`src/hw/ppoc_pkg.sv`:
```
// Package: register map, field layout and carrier types of the pin stage
package ppoc_pkg;

    // Register byte offsets on the Wishbone slave
    localparam logic [7:0] PPOC_IO_CONTROL_OFS = 8'h00;
    localparam logic [7:0] PPOC_STATUS_OFS = 8'h04;

    // Field positions inside the I/O control register
    localparam int PPOC_HIGH_OWNER_BIT = 15;
    localparam int PPOC_LOW_OWNER_BIT = 14;
    localparam int PPOC_HIGH_POL_BIT = 13;
    localparam int PPOC_LOW_POL_BIT = 12;
    localparam int PPOC_MODE_LSB = 10;
    localparam int PPOC_SWAP_BIT = 1;
    localparam int PPOC_OVERRIDE_SYNC_BIT = 0;

    // Reset value: both pins owned by the generator, all else clear
    localparam logic [15:0] PPOC_IO_CONTROL_RST = 16'hC000;

    // Pin pair modes
    localparam logic [1:0] PPOC_MODE_COMPL = 2'h0;
    localparam logic [1:0] PPOC_MODE_REDUN = 2'h1;
    localparam logic [1:0] PPOC_MODE_PUSHPULL = 2'h2;
    localparam logic [1:0] PPOC_MODE_INDEP = 2'h3;

    // Fault response mode code that disables the fault override
    localparam logic [1:0] PPOC_FLT_MODE_OFF = 2'h3;

    // Layout of the I/O control register, bit 15 first
    typedef struct packed {
        logic high_pin_owner;
        logic low_pin_owner;
        logic high_pin_polarity;
        logic low_pin_polarity;
        logic [1:0] pin_pair_mode;
        logic high_override_enable;
        logic low_override_enable;
        logic [1:0] override_pin_data;
        logic [1:0] fault_pin_data;
        logic [1:0] current_limit_pin_data;
        logic swap;
        logic override_sync;
    } ppoc_io_control_type;

    // A high and low signal that travel together
    typedef struct packed {
        logic high;
        logic low;
    } ppoc_pin_pair_type;

    // Override settings as currently applied to the pins
    typedef struct packed {
        logic en_high;
        logic en_low;
        logic dat_high;
        logic dat_low;
    } ppoc_override_type;

endpackage : ppoc_pkg

```
`src/hw/ppoc_top.sv`:
```
// PWM pin output stage: pair modes, override, fault, swap and polarity
`timescale 1ns/1ps
module ppoc_top (
    // Clock and reset
    input wire logic ref_clk_i,
    input wire logic rst_i,
    // Wishbone classic slave
    input wire logic wb_cyc_i,
    input wire logic wb_stb_i,
    input wire logic wb_we_i,
    input wire logic [7:0] wb_adr_i,
    input wire logic [3:0] wb_sel_i,
    input wire logic [31:0] wb_dat_i,
    output logic [31:0] wb_dat_o,
    output logic wb_ack_o,
    // Time base and duty logic, same clock
    input wire logic pwm_module_enable_i,
    input wire logic period_start_i,
    input wire ppoc_pkg::ppoc_pin_pair_type gen_pair_i,
    // Fault and current-limit control
    input wire logic fault_i,
    input wire logic current_limit_i,
    input wire logic current_limit_mode_enable_i,
    input wire logic independent_fault_select_i,
    input wire logic [1:0] fault_response_mode_i,
    // Output pins to the gate drivers
    output logic high_side_output_o,
    output logic low_side_output_o,
    output logic high_side_oe_o,
    output logic low_side_oe_o
);
    import ppoc_pkg::*;

    // Bus state
    logic ack_reg;
    logic ack_next;
    logic [31:0] rdata_reg;
    logic [31:0] rdata_next;
    ppoc_io_control_type cfg_reg; // Software configuration
    ppoc_io_control_type cfg_next;

    // Asynchronous fault inputs, three stages each
    logic [1:0] ext_in;
    logic [2:0] sync_reg [2];
    logic [1:0] ext_act_reg; // Filtered level: [1] fault, [0] limit
    logic [1:0] ext_act_next;

    // Pin stage state
    logic pp_phase_reg; // Push-pull: which pin owns this period
    logic pp_phase_next;
    ppoc_override_type ovr_act_reg; // Override settings in force
    ppoc_override_type ovr_act_next;
    ppoc_pin_pair_type logic_pair; // Logical levels before routing
    ppoc_pin_pair_type pin_pair; // Levels after swap
    ppoc_pin_pair_type out_reg;
    ppoc_pin_pair_type out_next;
    ppoc_pin_pair_type oe_reg;
    ppoc_pin_pair_type oe_next;
    logic flt_on; // Fault override active
    logic cl_on; // Current-limit override active
    logic bus_req;
    logic [15:0] wmask;

    // Bus request without an answer pending
    assign bus_req = wb_cyc_i && wb_stb_i && !ack_reg;

    // Bus: ack, read data and register writes
    always_comb
    begin
        ack_next = bus_req;
        rdata_next = rdata_reg;
        cfg_next = cfg_reg;
        wmask = {{8{wb_sel_i[1]}}, {8{wb_sel_i[0]}}};
        // Read data is presented together with ack
        if (bus_req)
        begin
            unique case (wb_adr_i)
                PPOC_IO_CONTROL_OFS:
                    rdata_next = {16'h0000, cfg_reg};
                PPOC_STATUS_OFS:
                    rdata_next = {24'h000000, out_reg, oe_reg,
                                  ext_act_reg, pp_phase_reg,
                                  ovr_act_reg.en_high};
                default:
                    rdata_next = 32'h00000000; // Unmapped reads zero
            endcase
        end
        // Write takes effect on the edge that ack is seen
        if (wb_cyc_i && wb_stb_i && wb_we_i && ack_reg &&
            wb_adr_i == PPOC_IO_CONTROL_OFS)
        begin
            cfg_next = (cfg_reg & ~wmask) | (wb_dat_i[15:0] & wmask);
        end
    end

    // Bus registers
    always_ff @(posedge ref_clk_i or posedge rst_i)
    begin
        if (rst_i)
        begin
            ack_reg <= 1'b0;
            rdata_reg <= 32'h00000000;
            cfg_reg <= PPOC_IO_CONTROL_RST;
        end
        else
        begin
            ack_reg <= ack_next;
            rdata_reg <= rdata_next;
            cfg_reg <= cfg_next;
        end
    end

    assign wb_ack_o = ack_reg;
    assign wb_dat_o = rdata_reg;

    // Fault and limit pins pass three flops each
    assign ext_in = {fault_i, current_limit_i};

    genvar gi;
    generate
        for (gi = 0; gi < 2; gi++)
        begin : g_sync
            // Shift chain; only stage 1 reads stage 0
            always_ff @(posedge ref_clk_i or posedge rst_i)
            begin
                if (rst_i)
                    sync_reg[gi] <= 3'h0;
                else
                    sync_reg[gi] <= {sync_reg[gi][1:0], ext_in[gi]};
            end
            // A change counts once stages 1 and 2 agree
            always_comb
            begin
                ext_act_next[gi] = ext_act_reg[gi];
                if (sync_reg[gi][1] == sync_reg[gi][2])
                    ext_act_next[gi] = sync_reg[gi][2];
            end
        end
    endgenerate

    // Filtered fault levels
    always_ff @(posedge ref_clk_i or posedge rst_i)
    begin
        if (rst_i)
            ext_act_reg <= 2'h0;
        else
            ext_act_reg <= ext_act_next;
    end

    assign flt_on = ext_act_reg[1] &&
                    (fault_response_mode_i != PPOC_FLT_MODE_OFF);
    assign cl_on = ext_act_reg[0] && current_limit_mode_enable_i;

    // Pin stage: mode, override, limit, fault, swap, polarity
    always_comb
    begin
        // Push-pull alternates pins every period
        pp_phase_next = pp_phase_reg;
        if (!pwm_module_enable_i)
            pp_phase_next = 1'b0;
        else if (period_start_i)
            pp_phase_next = !pp_phase_reg;
        // Override settings: at once or at period start
        ovr_act_next = ovr_act_reg;
        if (!cfg_reg.override_sync || period_start_i)
        begin
            ovr_act_next = {cfg_reg.high_override_enable,
                            cfg_reg.low_override_enable,
                            cfg_reg.override_pin_data};
        end
        // Pair mode shapes the generator signals
        unique case (cfg_reg.pin_pair_mode)
            PPOC_MODE_COMPL:
                logic_pair = {gen_pair_i.high, !gen_pair_i.high};
            PPOC_MODE_REDUN:
                logic_pair = {gen_pair_i.high, gen_pair_i.high};
            PPOC_MODE_PUSHPULL:
                logic_pair = {gen_pair_i.high && !pp_phase_reg,
                              gen_pair_i.high && pp_phase_reg};
            PPOC_MODE_INDEP:
                logic_pair = gen_pair_i;
        endcase
        // Disabled generator leaves both pins inactive
        if (!pwm_module_enable_i)
            logic_pair = 2'h0;
        // Software override per pin
        if (ovr_act_reg.en_high)
            logic_pair.high = ovr_act_reg.dat_high;
        if (ovr_act_reg.en_low)
            logic_pair.low = ovr_act_reg.dat_low;
        if (!independent_fault_select_i)
        begin
            // Normal mode: limit then fault, both pins
            if (cl_on)
                logic_pair = cfg_reg.current_limit_pin_data;
            if (flt_on)
                logic_pair = cfg_reg.fault_pin_data;
        end
        else
        begin
            // Independent mode: fault to high, limit to low
            if (flt_on)
                logic_pair.high = cfg_reg.fault_pin_data[1];
            if (cl_on)
                logic_pair.low = cfg_reg.fault_pin_data[0];
        end
        // Swap exchanges the routing of the two signals
        if (cfg_reg.swap)
            pin_pair = {logic_pair.low, logic_pair.high};
        else
            pin_pair = logic_pair;
        // Logical levels become electrical through polarity
        out_next.high = pin_pair.high ^ cfg_reg.high_pin_polarity;
        out_next.low = pin_pair.low ^ cfg_reg.low_pin_polarity;
        // Owner bit decides who drives each pin
        oe_next = {cfg_reg.high_pin_owner, cfg_reg.low_pin_owner};
    end

    // Pin stage registers
    always_ff @(posedge ref_clk_i or posedge rst_i)
    begin
        if (rst_i)
        begin
            pp_phase_reg <= 1'b0;
            ovr_act_reg <= 4'h0;
            out_reg <= 2'h0;
            oe_reg <= 2'h0;
        end
        else
        begin
            pp_phase_reg <= pp_phase_next;
            ovr_act_reg <= ovr_act_next;
            out_reg <= out_next;
            oe_reg <= oe_next;
        end
    end

    assign high_side_output_o = out_reg.high;
    assign low_side_output_o = out_reg.low;
    assign high_side_oe_o = oe_reg.high;
    assign low_side_oe_o = oe_reg.low;

    // Quiet pair: no fault, limit or swap in the way
    logic quiet;
    assign quiet = !flt_on && !cl_on && !cfg_reg.swap;

    property p_high_pol;
        @(posedge ref_clk_i) disable iff (rst_i)
        (ovr_act_reg.en_high && quiet) |=> high_side_output_o ==
            ($past(ovr_act_reg.dat_high) ^ $past(cfg_reg.high_pin_polarity));
    endproperty
    a_high_pol: assert property (p_high_pol)
        else $error("high pin level does not follow polarity");

    property p_low_pol;
        @(posedge ref_clk_i) disable iff (rst_i)
        (ovr_act_reg.en_low && quiet) |=> low_side_output_o ==
            ($past(ovr_act_reg.dat_low) ^ $past(cfg_reg.low_pin_polarity));
    endproperty
    a_low_pol: assert property (p_low_pol)
        else $error("low pin level does not follow polarity");

    property p_pol_indep;
        @(posedge ref_clk_i) disable iff (rst_i)
        (ovr_act_reg == 4'hC && quiet &&
         cfg_reg.high_pin_polarity != cfg_reg.low_pin_polarity)
        |=> high_side_output_o != low_side_output_o;
    endproperty
    a_pol_indep: assert property (p_pol_indep)
        else $error("pin polarities are not independent");

    property p_redundant;
        @(posedge ref_clk_i) disable iff (rst_i)
        (cfg_reg.pin_pair_mode == PPOC_MODE_REDUN && quiet &&
         ovr_act_reg[3:2] == 2'h0 &&
         cfg_reg.high_pin_polarity == cfg_reg.low_pin_polarity)
        |=> high_side_output_o == low_side_output_o;
    endproperty
    a_redundant: assert property (p_redundant)
        else $error("redundant pair pins differ");

    property p_fault_level;
        @(posedge ref_clk_i) disable iff (rst_i)
        (flt_on && !independent_fault_select_i && !cfg_reg.swap)
        |=> low_side_output_o == ($past(cfg_reg.fault_pin_data[0]) ^
                                  $past(cfg_reg.low_pin_polarity));
    endproperty
    a_fault_level: assert property (p_fault_level)
        else $error("fault data not applied as logical level");

    property p_owner;
        @(posedge ref_clk_i) disable iff (rst_i)
        $changed(cfg_reg.high_pin_owner) |=>
            high_side_oe_o == $past(cfg_reg.high_pin_owner);
    endproperty
    a_owner: assert property (p_owner)
        else $error("high pin enable does not follow owner bit");

    property p_climit;
        @(posedge ref_clk_i) disable iff (rst_i)
        (cl_on && !flt_on && !independent_fault_select_i &&
         !cfg_reg.swap) |=> high_side_output_o ==
            ($past(cfg_reg.current_limit_pin_data[1]) ^
             $past(cfg_reg.high_pin_polarity));
    endproperty
    a_climit: assert property (p_climit)
        else $error("current limit data not applied to high pin");

    property p_swap;
        @(posedge ref_clk_i) disable iff (rst_i)
        (cfg_reg.swap && !flt_on && !cl_on && ovr_act_reg.en_low)
        |=> high_side_output_o == ($past(ovr_act_reg.dat_low) ^
                                   $past(cfg_reg.high_pin_polarity));
    endproperty
    a_swap: assert property (p_swap)
        else $error("swap did not route low signal to high pin");

    property p_override_sync_hold;
        @(posedge ref_clk_i) disable iff (rst_i)
        (cfg_reg.override_sync && !period_start_i) |=> $stable(ovr_act_reg);
    endproperty
    a_override_sync_hold: assert property (p_override_sync_hold)
        else $error("override changed between period starts");

    property p_ack_pulse;
        @(posedge ref_clk_i) disable iff (rst_i)
        bus_req |=> wb_ack_o ##1 !wb_ack_o;
    endproperty
    a_ack_pulse: assert property (p_ack_pulse)
        else $error("bus ack is not a single cycle pulse");

endmodule : ppoc_top

```
`config.mk`:
```
export PLATFORM = sky130hd
export DESIGN_NAME = ppoc_top
export DESIGN_NICKNAME = d
export VERILOG_FILES = /design/src/hw/ppoc_pkg.sv /design/src/hw/ppoc_top.sv
export SDC_FILE = /design/constraint.sdc
export NUM_CORES = 1
export LEC_CHECK = 0
export ABC_AREA = 1
export BUFFER_PORTS_ARGS = -buffer_cell sky130_fd_sc_hd__buf_2
export CORE_UTILIZATION = 43
export DETAILED_ROUTE_END_ITERATION = 10
export GPL_ROUTABILITY_DRIVEN = 0
export PLACE_DENSITY_LB_ADDON = 0.1
export SETUP_SLACK_MARGIN = 0.5
export SYNTH_ARGS = -nofsm -noshare
export SYNTH_HDL_FRONTEND = slang
export SYNTH_SLANG_ARGS = --single-unit
```
`constraint.sdc`:
```
create_clock -name ref_clk_i -period 1.6 [get_ports ref_clk_i]
set_input_delay 0.32 -clock ref_clk_i [delete_from_list [all_inputs] [get_ports ref_clk_i]]
set_output_delay 0.32 -clock ref_clk_i [all_outputs]
set_load 0.005 [all_outputs]
```
Word level (Yosys, flattened, before mapping) --
Index checks and enable logic that the tools add are counted.
Word-level totals: output and inout port bits 37, register bits 66, memories 0, memory bits (writable) 0, logic and storage cells 70, bits in latches 0, input port bits 59, ROM bits 0
Operators by class: equality and inequality tests 8, multiplexer cells 13, magnitude comparators 0, $mul 0, add/subtract/negate cells 0, shifts and indexed selects 0, bitwise gates (word level) 6, reductions and logical operators 16, div/mod/pow operators 0
Operators by type and width (count):
- 16-bit bitwise AND | 2
- 16-bit case mux with 2 select lines | 1
- 16-bit inverter | 1
- 16-bit bitwise OR | 1
- 2-bit two-way mux | 5
- 1-bit logical AND | 9
- 8-bit by 3-bit equality test with 1-bit output (second input constant) | 1
- 8-bit logical NOT | 1
- 2-bit case mux with 4 select lines | 1
- 1-bit two-way mux | 6
- 2-bit equality test (second input constant) | 2
- 1-bit logical NOT | 4
- 1-bit equality test | 2
- 2-bit by 1-bit equality test with 1-bit output (second input constant) | 1
- 2-bit logical NOT | 1
- 2-bit by 1-bit != test with 1-bit output (second input constant) | 1
- 2-bit != test (second input constant) | 1
- 1-bit bitwise XOR | 2
- 1-bit logical OR | 1

Logic depth before layout (Yosys ltp) --
depth after elaboration 10, depth in mapped cells 12, mapped depth without buffers 12

Worst setup path after synthesis --
OpenSTA, ideal clock, no wires.
path kind in2reg, start point input port wb_adr_i[3], end point register (tool-made name), slack 55 ps, library setup time 125 ps, arrival 1420 ps, data required time 1475 ps, path buffers 1, stages on the path 6, cell sequence nor3_4 nand3_4 inv_6 nand3_4 buf_6 mux2_4
RTL lines:
- start: declaration | RTL line ppoc_top.sv:11 | input wire logic [7:0] wb_adr_i,

==> metrics.md <==
| Metric | Value |
|---|---|
| Type of origin of the critical path | `flip-flop` |
| Yosys top cell area share | `52.5%` |
| Post-layout net count | `401` |
| Worst r2r dst | `low_side_output_o` |
| Crit end category | `flip-flop` |
| Post-Syn Area per Cell | `9.30 sq um` |
| Initial antenna violation count | `0` |
| Worst-path maximum fanout | `4` |
| Area contributors post-synth | `dfrtp_1, nand2_1, buf_4, o21ai_0, nor2_1` |
| Placed cell area | `2690 sq um` |
| RSZ-0062 raised after global routing | `yes` |
| TritonCTS clock tree | `done` |
| Sequential area share after synthesis | `54.8%` |
| Multi-input logic area | `1020 sq um` |
| Crit path required time | `1.80 ns` |
| Area leader, netlist | `dfrtp_1` |
| First-pass GRT wire length | `8370 microns` |
| H-tree depth | `2` |
| Status | `complete, no violations` |
| Worst EP arrival | `1.51 ns` |
| Final Max Slew Viols | `0` |
| WL final | `5500 microns` |
| Core ar. | `5110 sq um` |
| Total power | `2.62 mW` |
| Minimum clock period | `1.31 ns` |
| Lkg Pwr | `1.61 nW` |
| Die extent in x | `75.0 microns` |
| Cts hold-fix bufs | `0` |
| WS Path Type | `reg -> reg` |
| Hold Path Class | `in -> async` |
| Die area | `5620 sq um` |
| Slowest CP cell | `dfrtp_1` |
| Routed Antenna Nets | `0` |
| DR vias/cell | `4.78` |
| Max incr delay on CP | `0.43 ns` |
| Die H | `75.0 microns` |
| Final instance area | `3240 sq um` |
| Clk buf depth | `2` |
| YS warnings | `0` |
| Pre-CTS setup slack | `0.0761 ns` |
| ANT cells | `0` |
| Pwr per Cell Area | `807 nW/um^2` |
| Register bit total from synthesis | `50` |
| Synth Instances | `246` |
| Clk_lat worst skew | `0.30 ns` |
| CP bufs+invs | `1` |
| I/O pin total | `96` |
| Dpl hpwl | `3640 microns` |
| Path depth of the worst reg2reg path | `9` |
| Fillers | `468` |
| Cell with the most instances after synthesis | `dfrtp_1` |
| CTS clk-pin slew, worst paths | `0.09 ns` |
| Synth Cell Area | `2290 sq um` |
| # setup viols final | `0` |
| Vias in the first global route | `1,757` |
| R2R Setup Slk | `0.29 ns` |
| GRT Overall Usage | `20.5%` |
| DRC | `0` |
| First-pass DRT Iterations | `4` |
| Max_cap viols | `0` |
| Register area | `1250 sq um` |
| Initial DRC Count | `90` |
| Sink Count | `50` |
| Cell mode on critical path | `nand2_1` |
| Vias | `1,973` |
| Crit-path cells | `buf_4 -> nand3_1 -> nand4_1 -> nand2_1 -> nand2_2 -> nand2_1 -> nand2_1 -> nand3_1 -> nand2_1` |
| Worst Clk Skew | `0.00497 ns` |
| Syn-to-layout area delta | `41.7%` |
| Critical path's top delay family | `simple AND/OR/NAND/NOR gates` |
| Largest net degree at the start of global routing | `34` |
| Max Fclk | `763 MHz` |
| Yosys cell types | `23` |
| Total CTS buffers | `5` |
| Asr flop ratio synth | `100%` |
| Site Rows | `26` |
| CTS root buffer | `clkbuf_8` |
| Share of cells above drive strength 1 | `46.1%` |
| Hold Vio Cnt, Final | `0` |
| Most used DFF post-synth | `dfrtp_1` |
| EDFF count, synth | `0` |
| Initial Utilization | `44.8%` |
| Setup ws final | `0.290 ns` |
| Hold slack | `0.00661 ns` |
| Max IR drop VDD | `0.559 mV` |
| Synth cell count leaders | `dfrtp_1, nand2_1, nor2_1, o21ai_0, inv_1` |
| Setup TNS | `0 ns` |
| Tcrit/Tclk final | `81.9%` |
| Routed len/inst | `13.3 microns` |
| Overflow left after global routing | `0` |
| # port buffers | `61` |
[layout by cell type (no fill, tap or decap), drive strengths merged]
master and count:
clkinv 3, nand2 45, a31oi 8, bufinv 1, nand3 17, nor2 24, conb 16, nor3 1
clkbuf 6, inv 21, mux2 7, nand4 9, clkinvlp 1, o21bai 1, dfstp 2, buf 95
maj3 2, or2 1, dfrtp 48, a21oi 13, o21ai 22
[per-layer routing]
| layer | wire length, microns | track usage (%) | vias up |
|---|---|---|---|
| met5 | 0 | 0 | - |
| met1 | 2450 | 27.7 | 927 |
| met3 | 244 | 4.28 | 10 |
| met4 | 91 | 6.50 | 0 |
| met2 | 2710 | 33.1 | 57 |
| li1 | - | - | 979 |
[power breakdown]
group / internal (mW) / switching (mW) / total, mW
registers: 1.32 / 0.0311 / 1.35
logic: 0.192 / 0.195 / 0.387
clock network: 0.461 / 0.423 / 0.884
[area by class of cell]
type	count	area share (%)
clock buffers	5	2.12
well taps	70	2.70
inverters	23	2.93
multi-input cells	166	31.6
clock inverters	3	1.24
flip-flops and latches	50	38.7
repair buffers	96	20.7
[cells by family after synthesis]
group / count (synthesis) / share of synthesized area, %
and+or+nand+nor: 96 / 19.4
DFF: 50 / 54.8
buffers and inverters: 46 / 10.9
AOI/OAI and AO/OA: 44 / 10.2
muxes: 7 / 3.77
adders and majority gates: 2 / 0.875
other: 1 / 0.164
[how the worst max path moves through the flow]
stage	start	to	slack (ns)	cells past startpoint
floorplan	wb_adr_i[0]	flip-flop	0.06	6
global placement	wb_adr_i[0]	flip-flop	0.07	7
detailed placement	wb_adr_i[0]	flip-flop	0.08	7
CTS	flip-flop	low_side_output_o	0.30	10
global route	flip-flop	low_side_output_o	0.20	11
finish	flip-flop	low_side_output_o	0.29	9
[stage by stage]
| step | utilization [%] | std cells |
|---|---|---|
| after floorplan | - | 261 |
| after global placement | 52.7 | 380 |
| after detailed placement | 52.7 | 380 |
| after CTS | 60.1 | 408 |
| after global routing | 63.5 | 413 |
| final | 63.5 | 413 |
[timing repair]
action / 4_1_cts / 5_1_grt
resized for setup: 28 / 43
cloned: 3 / 1
setup endpoints to repair: 55 / 59
pin swaps: 9 / 12
endpoints found under the hold margin: 0 / 0
setup buffers: 17 / 4
(Power assumes the default switching activity.)
